## config.mk

```make
export PLATFORM = sky130hd
export DESIGN_NAME = gpwx_top
export DESIGN_NICKNAME = d
export VERILOG_FILES = /design/src/gpwx_pkg.sv /design/src/gpwx_wake_if.sv /design/src/gpwx_top.sv /design/src/gpwx_wake.sv
export SDC_FILE = /design/constraint.sdc
export NUM_CORES = 1
export LEC_CHECK = 0
export BUFFER_PORTS_ARGS = -buffer_cell sky130_fd_sc_hd__buf_2
export CAP_MARGIN = 20
export CORE_UTILIZATION = 45
export CTS_BUF_LIST = sky130_fd_sc_hd__clkbuf_8
export DETAILED_ROUTE_END_ITERATION = 6
export PLACE_DENSITY = 0.85
export REMOVE_ABC_BUFFERS = 1
export SLEW_MARGIN = 20
export SYNTH_ARGS = -nofsm -noshare
export SYNTH_HDL_FRONTEND = slang
export SYNTH_SLANG_ARGS = --single-unit
```

## constraint.sdc

```tcl
create_clock -name i_clk -period 2.8 [get_ports i_clk]
set_input_delay 0.56 -clock i_clk [delete_from_list [all_inputs] [get_ports i_clk]]
set_output_delay 0.56 -clock i_clk [all_outputs]
set_load 0.01 [all_outputs]
```

## src/gpwx_pkg.sv

```systemverilog
package gpwx_pkg;
  localparam int GPWX_PORTS = 3;
  localparam int GPWX_PINS = 24;
  localparam logic [3:0] GPWX_CFG_ANALOG = 4'h0;
  localparam logic [3:0] GPWX_CFG_IN_FLOAT = 4'h4;
  localparam logic [3:0] GPWX_CFG_IN_PULL = 4'h8;
  localparam logic [3:0] GPWX_CFG_OUT_PP = 4'h1;
  localparam logic [3:0] GPWX_CFG_OUT_OD = 4'h5;
  localparam logic [3:0] GPWX_CFG_ALT_PP = 4'h9;
  localparam logic [3:0] GPWX_CFG_ALT_SCLK = 4'hb;
  localparam logic [3:0] GPWX_CFG_ALT_OD = 4'hd;
  localparam logic [3:0] GPWX_CFG_RESET = 4'h4;
  localparam logic [2:0] GPWX_TRIG_OFF = 3'h0;
  localparam logic [2:0] GPWX_TRIG_RISE = 3'h1;
  localparam logic [2:0] GPWX_TRIG_FALL = 3'h2;
  localparam logic [2:0] GPWX_TRIG_BOTH = 3'h3;
  localparam logic [2:0] GPWX_TRIG_HIGH = 3'h4;
  localparam logic [2:0] GPWX_TRIG_LOW = 3'h5;
  localparam int GPWX_CLK_MHZ = 200;
  localparam int GPWX_UNFILT_NS = 80;
  localparam int GPWX_FILT_NS = 450;
  // pulse widths as cycle counts; least times round up
  localparam int GPWX_UNFILT_CYC = (GPWX_UNFILT_NS * GPWX_CLK_MHZ + 999) / 1000;
  localparam int GPWX_FILT_CYC = (GPWX_FILT_NS * GPWX_CLK_MHZ + 999) / 1000;
  localparam int GPWX_WAKE_SAMPLES = 3;
  localparam int GPWX_SEL_PORT_B = 8;
  localparam int GPWX_SEL_PORT_C = 16;
  localparam int GPWX_SEL_LAST = 23;
  localparam int GPWX_PIN_INT_A = 8;
  localparam int GPWX_PIN_INT_B = 14;
endpackage : gpwx_pkg

```

## src/gpwx_wake_if.sv

```systemverilog
`timescale 1ns/100ps
`default_nettype none
interface gpwx_wake_if;
  logic [23:0] level;
  logic [23:0] armed;
  logic [23:0] filt;
  logic sleeping;
  logic tick;
  logic event_p;
  modport core(output level, output armed, output filt, output sleeping,
    output tick, input event_p);
  modport wake(input level, input armed, input filt, input sleeping,
    input tick, output event_p);
endinterface : gpwx_wake_if
`default_nettype wire

```

## src/gpwx_top.sv

```systemverilog
`timescale 1ns/100ps
`default_nettype none
module gpwx_top
  import gpwx_pkg::*;
#(
  parameter int NPINS = GPWX_PINS
)
(
  input wire logic i_clk,
  input wire logic i_rst,
  input wire logic i_ce,
  input wire logic [NPINS-1:0] i_pin,
  output logic [NPINS-1:0] o_pin,
  output logic [NPINS-1:0] o_pin_oe_n,
  output logic [NPINS-1:0] o_pull_up,
  output logic [NPINS-1:0] o_pull_down,
  output logic [NPINS-1:0] o_periph_in,
  input wire logic [NPINS-1:0] i_alt_out,
  input wire logic [NPINS-1:0] i_alt_present,
  input wire logic [4*NPINS-1:0] i_pin_mode_config,
  input wire logic i_output_latch_we,
  input wire logic [NPINS-1:0] i_output_latch_wdata,
  input wire logic i_output_set_we,
  input wire logic i_output_clear_we,
  input wire logic [NPINS-1:0] i_output_mask,
  output logic [NPINS-1:0] o_output_latch_reg,
  output logic [NPINS-1:0] o_pin_input_reg,
  input wire logic [NPINS-1:0] i_wake_enable_reg,
  input wire logic [NPINS-1:0] i_wake_filter_enable,
  input wire logic i_wake_sel_gpio,
  input wire logic i_sleep,
  input wire logic i_slow_osc,
  output logic o_wake_event,
  output logic o_wake_by_pins,
  input wire logic i_wake_flag_clear,
  input wire logic [11:0] i_ext_int_trigger_mode,
  input wire logic [3:0] i_ext_int_filter_enable,
  input wire logic [4:0] i_ext_int_c_pin_select,
  input wire logic [4:0] i_ext_int_d_pin_select,
  input wire logic [3:0] i_ext_int_flag_clear,
  output logic [3:0] o_ext_int_pending_flags,
  input wire logic i_debug_forced,
  input wire logic i_two_wire_debug,
  input wire logic i_boot_select_n,
  input wire logic i_boot_sample,
  output logic [2:0] o_debug_status_reg
);
  localparam logic [7:0] UNF_CYC = 8'(GPWX_UNFILT_CYC);
  localparam logic [7:0] FLT_CYC = 8'(GPWX_FILT_CYC);

  function automatic logic [3:0] mode_of(input logic [4*NPINS-1:0] cfg,
    input int idx);
    mode_of = cfg[4*idx +: 4];
  endfunction : mode_of

  function automatic logic is_analog(input logic [3:0] m);
    is_analog = (m == GPWX_CFG_ANALOG);
  endfunction : is_analog

  function automatic logic pin_by_sel(input logic [NPINS-1:0] lvl,
    input logic [4:0] sel);
    // selects beyond the last pin read as idle high
    if (int'(sel) > GPWX_SEL_LAST)
      pin_by_sel = 1'b1;
    else
      pin_by_sel = lvl[sel];
  endfunction : pin_by_sel

  logic [NPINS-1:0] sy0_q, sy1_q;
  logic [NPINS-1:0] lvl;
  logic [NPINS-1:0] latch_q, latch_d;
  logic [NPINS-1:0] pin_q, pin_d, oen_q, oen_d;
  logic [NPINS-1:0] pu_q, pu_d, pd_q, pd_d;
  logic [NPINS-1:0] inreg_q;

  // two flops on the pads before any logic looks at them
  always_ff @(posedge i_clk)
  begin
    if (i_rst)
    begin
      sy0_q <= '1;
      sy1_q <= '1;
    end
    else if (i_ce)
    begin
      sy0_q <= i_pin;
      sy1_q <= sy0_q;
    end
  end

  genvar g;
  generate
    for (g = 0; g < NPINS; g++)
    begin : g_pin
      // analog pins see a forced high digital input
      assign lvl[g] = is_analog(mode_of(i_pin_mode_config, g)) ? 1'b1
        : sy1_q[g];
    end
  endgenerate

  always_comb
  begin
    latch_d = latch_q;
    if (i_output_latch_we)
      latch_d = i_output_latch_wdata;
    if (i_output_set_we)
      latch_d = latch_d | i_output_mask;
    if (i_output_clear_we)
      latch_d = latch_d & ~i_output_mask;
    pin_d = '0;
    oen_d = '1;
    pu_d = '0;
    pd_d = '0;
    for (int i = 0; i < NPINS; i++)
    begin
      case (mode_of(i_pin_mode_config, i))
        GPWX_CFG_ANALOG: ;
        GPWX_CFG_IN_FLOAT: ;
        GPWX_CFG_IN_PULL:
        begin
          pu_d[i] = latch_q[i];
          pd_d[i] = ~latch_q[i];
        end
        GPWX_CFG_OUT_PP:
        begin
          pin_d[i] = latch_q[i];
          oen_d[i] = 1'b0;
        end
        GPWX_CFG_OUT_OD:
          oen_d[i] = latch_q[i];
        GPWX_CFG_ALT_PP, GPWX_CFG_ALT_SCLK:
        begin
          pin_d[i] = i_alt_present[i] & i_alt_out[i];
          oen_d[i] = 1'b0;
        end
        GPWX_CFG_ALT_OD:
          oen_d[i] = i_alt_present[i] & i_alt_out[i];
        default: ;
      endcase
    end
  end

  always_ff @(posedge i_clk)
  begin
    if (i_rst)
    begin
      latch_q <= '0;
      pin_q <= '0;
      oen_q <= '1;
      pu_q <= '0;
      pd_q <= '0;
      inreg_q <= '0;
    end
    else if (i_ce)
    begin
      latch_q <= latch_d;
      pin_q <= pin_d;
      oen_q <= oen_d;
      pu_q <= pu_d;
      pd_q <= pd_d;
      inreg_q <= lvl;
    end
  end

  assign o_pin = pin_q;
  assign o_pin_oe_n = oen_q;
  assign o_pull_up = pu_q;
  assign o_pull_down = pd_q;
  assign o_output_latch_reg = latch_q;
  assign o_pin_input_reg = inreg_q;
  assign o_periph_in = inreg_q;

  // external interrupts
  logic [3:0] src;
  logic [3:0] prev_q, prev_d, stab_q, stab_d, flag_q, flag_d;
  logic [7:0] cnt_q [4];
  logic [7:0] cnt_d [4];
  always_comb
  begin
    src[0] = lvl[GPWX_PIN_INT_A];
    src[1] = lvl[GPWX_PIN_INT_B];
    src[2] = pin_by_sel(lvl, i_ext_int_c_pin_select);
    src[3] = pin_by_sel(lvl, i_ext_int_d_pin_select);
    prev_d = stab_q;
    stab_d = stab_q;
    flag_d = flag_q & ~i_ext_int_flag_clear;
    for (int k = 0; k < 4; k++)
    begin
      cnt_d[k] = cnt_q[k];
      // qualify: new level must persist the minimum width
      if (src[k] == stab_q[k])
        cnt_d[k] = '0;
      else if (cnt_q[k] + 8'h01 >= (i_ext_int_filter_enable[k] ? FLT_CYC
        : UNF_CYC))
      begin
        stab_d[k] = src[k];
        cnt_d[k] = '0;
      end
      else
        cnt_d[k] = cnt_q[k] + 8'h01;
      // set beats clear in the same cycle
      case (i_ext_int_trigger_mode[3*k +: 3])
        GPWX_TRIG_RISE:
          if (stab_q[k] && !prev_q[k]) flag_d[k] = 1'b1;
        GPWX_TRIG_FALL:
          if (!stab_q[k] && prev_q[k]) flag_d[k] = 1'b1;
        GPWX_TRIG_BOTH:
          if (stab_q[k] != prev_q[k]) flag_d[k] = 1'b1;
        GPWX_TRIG_HIGH:
          if (stab_q[k]) flag_d[k] = 1'b1;
        GPWX_TRIG_LOW:
          if (!stab_q[k]) flag_d[k] = 1'b1;
        default: ;
      endcase
    end
  end

  always_ff @(posedge i_clk)
  begin
    if (i_rst)
    begin
      prev_q <= '1;
      stab_q <= '1;
      flag_q <= '0;
      for (int k = 0; k < 4; k++)
        cnt_q[k] <= '0;
    end
    else if (i_ce)
    begin
      prev_q <= prev_d;
      stab_q <= stab_d;
      flag_q <= flag_d;
      for (int k = 0; k < 4; k++)
        cnt_q[k] <= cnt_d[k];
    end
  end
  assign o_ext_int_pending_flags = flag_q;

  // wake monitoring; slow oscillator sampled as a pin
  logic osc0_q, osc1_q, osc2_q;
  logic wflag_q, wflag_d;
  logic [NPINS-1:0] armed;
  gpwx_wake_if wif();
  generate
    for (g = 0; g < NPINS; g++)
    begin : g_arm
      assign armed[g] = i_wake_enable_reg[g] & i_wake_sel_gpio
        & ~is_analog(mode_of(i_pin_mode_config, g));
    end
  endgenerate
  assign wif.level = lvl;
  assign wif.armed = armed;
  assign wif.filt = i_wake_filter_enable;
  assign wif.sleeping = i_sleep;
  assign wif.tick = osc1_q & ~osc2_q;
  gpwx_wake u_wake (
    .i_clk(i_clk),
    .i_rst(i_rst),
    .i_ce(i_ce),
    .w(wif.wake)
  );

  always_comb
  begin
    wflag_d = wflag_q & ~i_wake_flag_clear;
    if (wif.event_p)
      wflag_d = 1'b1;
  end

  // boot select caught by a clocked sample, never at reset
  logic bsy0_q, bsy1_q, boot_q, boot_d;
  always_comb
  begin
    boot_d = boot_q;
    if (i_boot_sample)
      boot_d = ~bsy1_q;
  end

  always_ff @(posedge i_clk)
  begin
    if (i_rst)
    begin
      osc0_q <= 1'b0;
      osc1_q <= 1'b0;
      osc2_q <= 1'b0;
      wflag_q <= 1'b0;
      bsy0_q <= 1'b1;
      bsy1_q <= 1'b1;
      boot_q <= 1'b0;
    end
    else if (i_ce)
    begin
      osc0_q <= i_slow_osc;
      osc1_q <= osc0_q;
      osc2_q <= osc1_q;
      wflag_q <= wflag_d;
      bsy0_q <= i_boot_select_n;
      bsy1_q <= bsy0_q;
      boot_q <= boot_d;
    end
  end
  assign o_wake_event = wif.event_p;
  assign o_wake_by_pins = wflag_q;
  // read-only status word: forced, two-wire, boot select
  assign o_debug_status_reg = {boot_q, i_two_wire_debug,
    i_debug_forced};
endmodule : gpwx_top
`default_nettype wire

```

## src/gpwx_wake.sv

```systemverilog
`timescale 1ns/100ps
`default_nettype none
module gpwx_wake
  import gpwx_pkg::*;
(
  input wire logic i_clk,
  input wire logic i_rst,
  input wire logic i_ce,
  gpwx_wake_if.wake w
);
  logic [GPWX_PINS-1:0] capt_q, capt_d;
  logic [GPWX_PINS-1:0] s0_q, s0_d, s1_q, s1_d, s2_q, s2_d;
  logic was_q, was_d;
  logic ev_q, ev_d;
  logic hit;
  always_comb
  begin
    capt_d = capt_q;
    s0_d = s0_q;
    s1_d = s1_q;
    s2_d = s2_q;
    was_d = w.sleeping;
    hit = 1'b0;
    if (w.sleeping && !was_q)
    begin
      capt_d = w.level;
      s0_d = w.level;
      s1_d = w.level;
      s2_d = w.level;
    end
    else if (w.tick)
    begin
      // slow-clock samples shifted on each oscillator tick
      s2_d = s1_q;
      s1_d = s0_q;
      s0_d = w.level;
    end
    for (int i = 0; i < GPWX_PINS; i++)
    begin
      if (w.armed[i] && w.sleeping && was_q)
      begin
        if (w.filt[i])
          hit = hit | ((s0_q[i] == s1_q[i]) && (s1_q[i] == s2_q[i])
            && (s0_q[i] != capt_q[i]));
        else
          hit = hit | (w.level[i] != capt_q[i]);
      end
    end
    ev_d = hit & ~ev_q;
  end
  always_ff @(posedge i_clk)
  begin
    if (i_rst)
    begin
      capt_q <= '0;
      s0_q <= '0;
      s1_q <= '0;
      s2_q <= '0;
      was_q <= 1'b0;
      ev_q <= 1'b0;
    end
    else if (i_ce)
    begin
      capt_q <= capt_d;
      s0_q <= s0_d;
      s1_q <= s1_d;
      s2_q <= s2_d;
      was_q <= was_d;
      ev_q <= ev_d;
    end
  end
  assign w.event_p = ev_q;
endmodule : gpwx_wake
`default_nettype wire

```

==> impl_metrics.env <==
export IMPL_finalInstanceArea_sq_um=21200
export IMPL_wl_per_cell_um=20.7
export IMPL_top_register="cnt_q"
export IMPL_final_layout_size_suffix_gt1_share_pct=28.9
export IMPL_cts_buffers=57
export IMPL_wirelength_mm=61.3
export IMPL_total_power_uw=11700
export IMPL_critPathLaunch="u_wake.was_q"
export IMPL_clock_latency_ps=640
export IMPL_hold_violations=0
export IMPL_clkTransAtPathRegs_ps=60
export IMPL_grt_pass1_vias=16900
export IMPL_critical_path_max_fanout=8
export IMPL_skew_ps=19.3
export IMPL_globalRouteMet3Util_pct=7.17
export IMPL_max_freq_mhz=375
export IMPL_outcome="completed"
export IMPL_die_area_sq_um=37700
export IMPL_die_y_um=194
export IMPL_synth_cells=1927
export IMPL_ys_warnings_count=0
export IMPL_antenna_found_initial=7
export IMPL_ys_types=62
export IMPL_synth_top_family_by_area="compound AO/OA/AOI/OAI gates"
export IMPL_syn_avg_cell_area_sq_um=8.62
export IMPL_synth_adder_area_share_pct=1.87
export IMPL_rows=69
export IMPL_grt_usage_pct=31.4
export IMPL_min_path_cells=3
export IMPL_cts_tree="built"
export IMPL_min_period_over_period_pct=95.3
export IMPL_cp_arrival_ps=3210
export IMPL_via_count=17700
export IMPL_cp_required_ps=3340
export IMPL_overflow=0
export IMPL_dp_hpwl_mm=45.5
export IMPL_postRouteAntennaNets=0
export IMPL_cts_resized=0
export IMPL_drv_slew=0
export IMPL_tns_ps=0
export IMPL_viasPerCell=5.98
export IMPL_r2r_end="u_wake.w.event_p"
export IMPL_cpPeakStageDelay_ps=860
export IMPL_finalSetupViolCount=0
export IMPL_htreeDepth=2
export IMPL_nFillCells=3159
export IMPL_synth_flop_cell="dfxtp_1"
export IMPL_synth_compound_area_share_pct=21.6
export IMPL_use_met1_pct=37.5
export IMPL_async_flop_share_pct=0
export IMPL_grt_pass1_wl_mm=93.0
export IMPL_synth_mux_area_share_pct=4.43
export IMPL_final_common_cell="buf_2"
export IMPL_grt_max_degree=86
export IMPL_fin_nets=2786
export IMPL_power_density_nw_per_um2=550
export IMPL_worst_pin_slew_ps=1100
export IMPL_die_w_um=194
export IMPL_place_congestion=1.00
export IMPL_critPathLaunchType="flip-flop"
export IMPL_largest_register_ffs=32
export IMPL_grt_busiest_layer="met2"
export IMPL_regToRegStartpoint="u_wake.was_q"
export IMPL_syn_to_final_growth_pct=27.6
export IMPL_r2r_cells=8
export IMPL_peakVddDrop_mv=0.381
export IMPL_initial_utilization_pct=46.2
export IMPL_yosys_area_share_simple_pct=21.3
export IMPL_layout_min_cycle_time_ps=2670
export IMPL_slowest_stage="a2111oi_0"
export IMPL_use_met2_pct=52.5
export IMPL_ys_seq_area_share_pct=43.0
export IMPL_syn_area_sq_um=16600
export IMPL_drc_errors=0
export IMPL_cts_hold_buf=0
export IMPL_portBuffers=480
export IMPL_path_buf_inv=2
export IMPL_maxCapViolations=0
export IMPL_crit_path_end_kind="flip-flop"
export IMPL_synthXorXnorAreaFrac_pct=2.53
export IMPL_hold_end="sy0_q[9]"
export IMPL_synth_seq_cells=341
export IMPL_drt_first_iter_violations=1460
export IMPL_root_buffer="clkbuf_8"
export IMPL_hold_path_class="in -> reg"
export IMPL_synth_edf_count=32
export IMPL_cts_buffer_depth=3
export IMPL_cts_setup_buffers=0
export IMPL_fp_coreArea_sq_um=35900
export IMPL_hold_slack_ps=132
export IMPL_min_delay_start="i_pin[9]"
export IMPL_rsz0062_at_grt="false"
export IMPL_io_pins=485
export IMPL_placed_area_sq_um=20000
export IMPL_path_class="reg -> reg"
export IMPL_cp_top_family="compound AO/OA/AOI/OAI gates"
export IMPL_dr_pass1_iters=6
export IMPL_clock_sinks=341
export IMPL_cp_cell_sequence="nand3_1 > a2111oi_0 > buf_4 > a21oi_1 > nand4_1 > nor3_1 > buf_4 > a311oi_1"
export IMPL_final_cell_mix="478 x buf_2, 309 x dfxtp_1, 239 x nand2_1"
export IMPL_slew_headroom_pct=26.9
export IMPL_r2r_setup_slack_ps=130
export IMPL_p_leak_uw=0.00915
export IMPL_crit_top_cell="buf_4"
[per-layer routing]
layer	vias to the layer above	wire length [um]	part of all wire (%)
li1	8147	-	-
met1	8393	23900	39
met2	982	28800	47
met3	207	5560	9.1
met4	4	3040	5.0
met5	-	24	0.039
[worst register-to-register path: stages (launching register included)]
cell and delay, ps:
dfxtp_1 430, nand3_1 460, a2111oi_0 870, buf_4 220, a21oi_1 60, nand4_1 110
nor3_1 50, buf_4 140, a311oi_1 220
[cells by family after synthesis]
| logic type | Yosys count |
|---|---|
| simple gates | 719 |
| compound gates | 522 |
| flops | 341 |
| buf+inv | 203 |
| mux | 68 |
| xor+xnor | 48 |
| fa+ha+maj | 25 |
| other cells | 1 |
[how the worst max path moves through the flow]
| stage | endpoint | slack [ps] | cells after the start |
|---|---|---|---|
| 2_1_floorplan | u_wake.s1_q[23] | -4080 | 6 |
| 3_3_place_gp | cnt_q[2][5] | -250 | 10 |
| 3_5_place_dp | cnt_q[2][3] | -350 | 10 |
| 4_1_cts | u_wake.w.event_p | 210 | 8 |
| 5_1_grt | u_wake.w.event_p | 100 | 8 |
| 6_report | u_wake.w.event_p | 130 | 8 |
[cell usage after synthesis (all sizes together), types with 10 or more instances]
cell | number | share of area [%]
nand4b | 21 | 1.1
o2111ai | 16 | 0.84
or4b | 16 | 0.96
a22o | 40 | 2.1
ha | 24 | 1.8
nand3 | 55 | 1.7
xnor2 | 34 | 1.8
xor2 | 14 | 0.74
nor3 | 42 | 1.3
and3 | 21 | 0.79
a32o | 24 | 1.4
nor2b | 18 | 0.68
clkbuf | 90 | 2.0
o21ai | 100 | 3.0
edfxtp | 32 | 5.8
a22oi | 24 | 1.1
buf | 41 | 1.5
nand2 | 239 | 5.4
mux2i | 63 | 3.8
or3 | 10 | 0.38
a21oi | 103 | 3.1
inv | 71 | 1.6
nor2 | 202 | 4.6
a211oi | 98 | 4.5
a31oi | 15 | 0.57
nand4 | 13 | 0.49
dfxtp | 309 | 37
nor4 | 46 | 2.4
nand2b | 20 | 0.75
o211ai | 56 | 2.5
[report_power, final]
group          internal [uW]  total [uW]  switching (uW)
Clock                   2470        4530            2060
Sequential              5170        5400             229
Combinational            717        1730            1010
Total                   8360       11700            3300
[per-stage QoR]
step / util [%] / setup WS (ps) / instances
2_1_floorplan: - / -4080 / 1799
3_3_place_gp: 55.7 / -247 / 2856
3_5_place_dp: 55.7 / -347 / 2856
4_1_cts: 59.0 / 215 / 2960
5_1_grt: 59.0 / 98.5 / 2963
6_report: 59.0 / 133 / 2963
[area by class of cell]
class	instances	area [sq um]	share of cell area, %
inverters	72	272	1.28
well taps	461	577	2.72
clock inverters	36	234	1.10
repair buffers	596	3360	15.9
diodes	3	7.51	0.0354
clock buffers	68	936	4.42
flip-flops and latches	341	7150	33.7
multi-input cells	1386	8650	40.8
(Power assumes the default switching activity.)
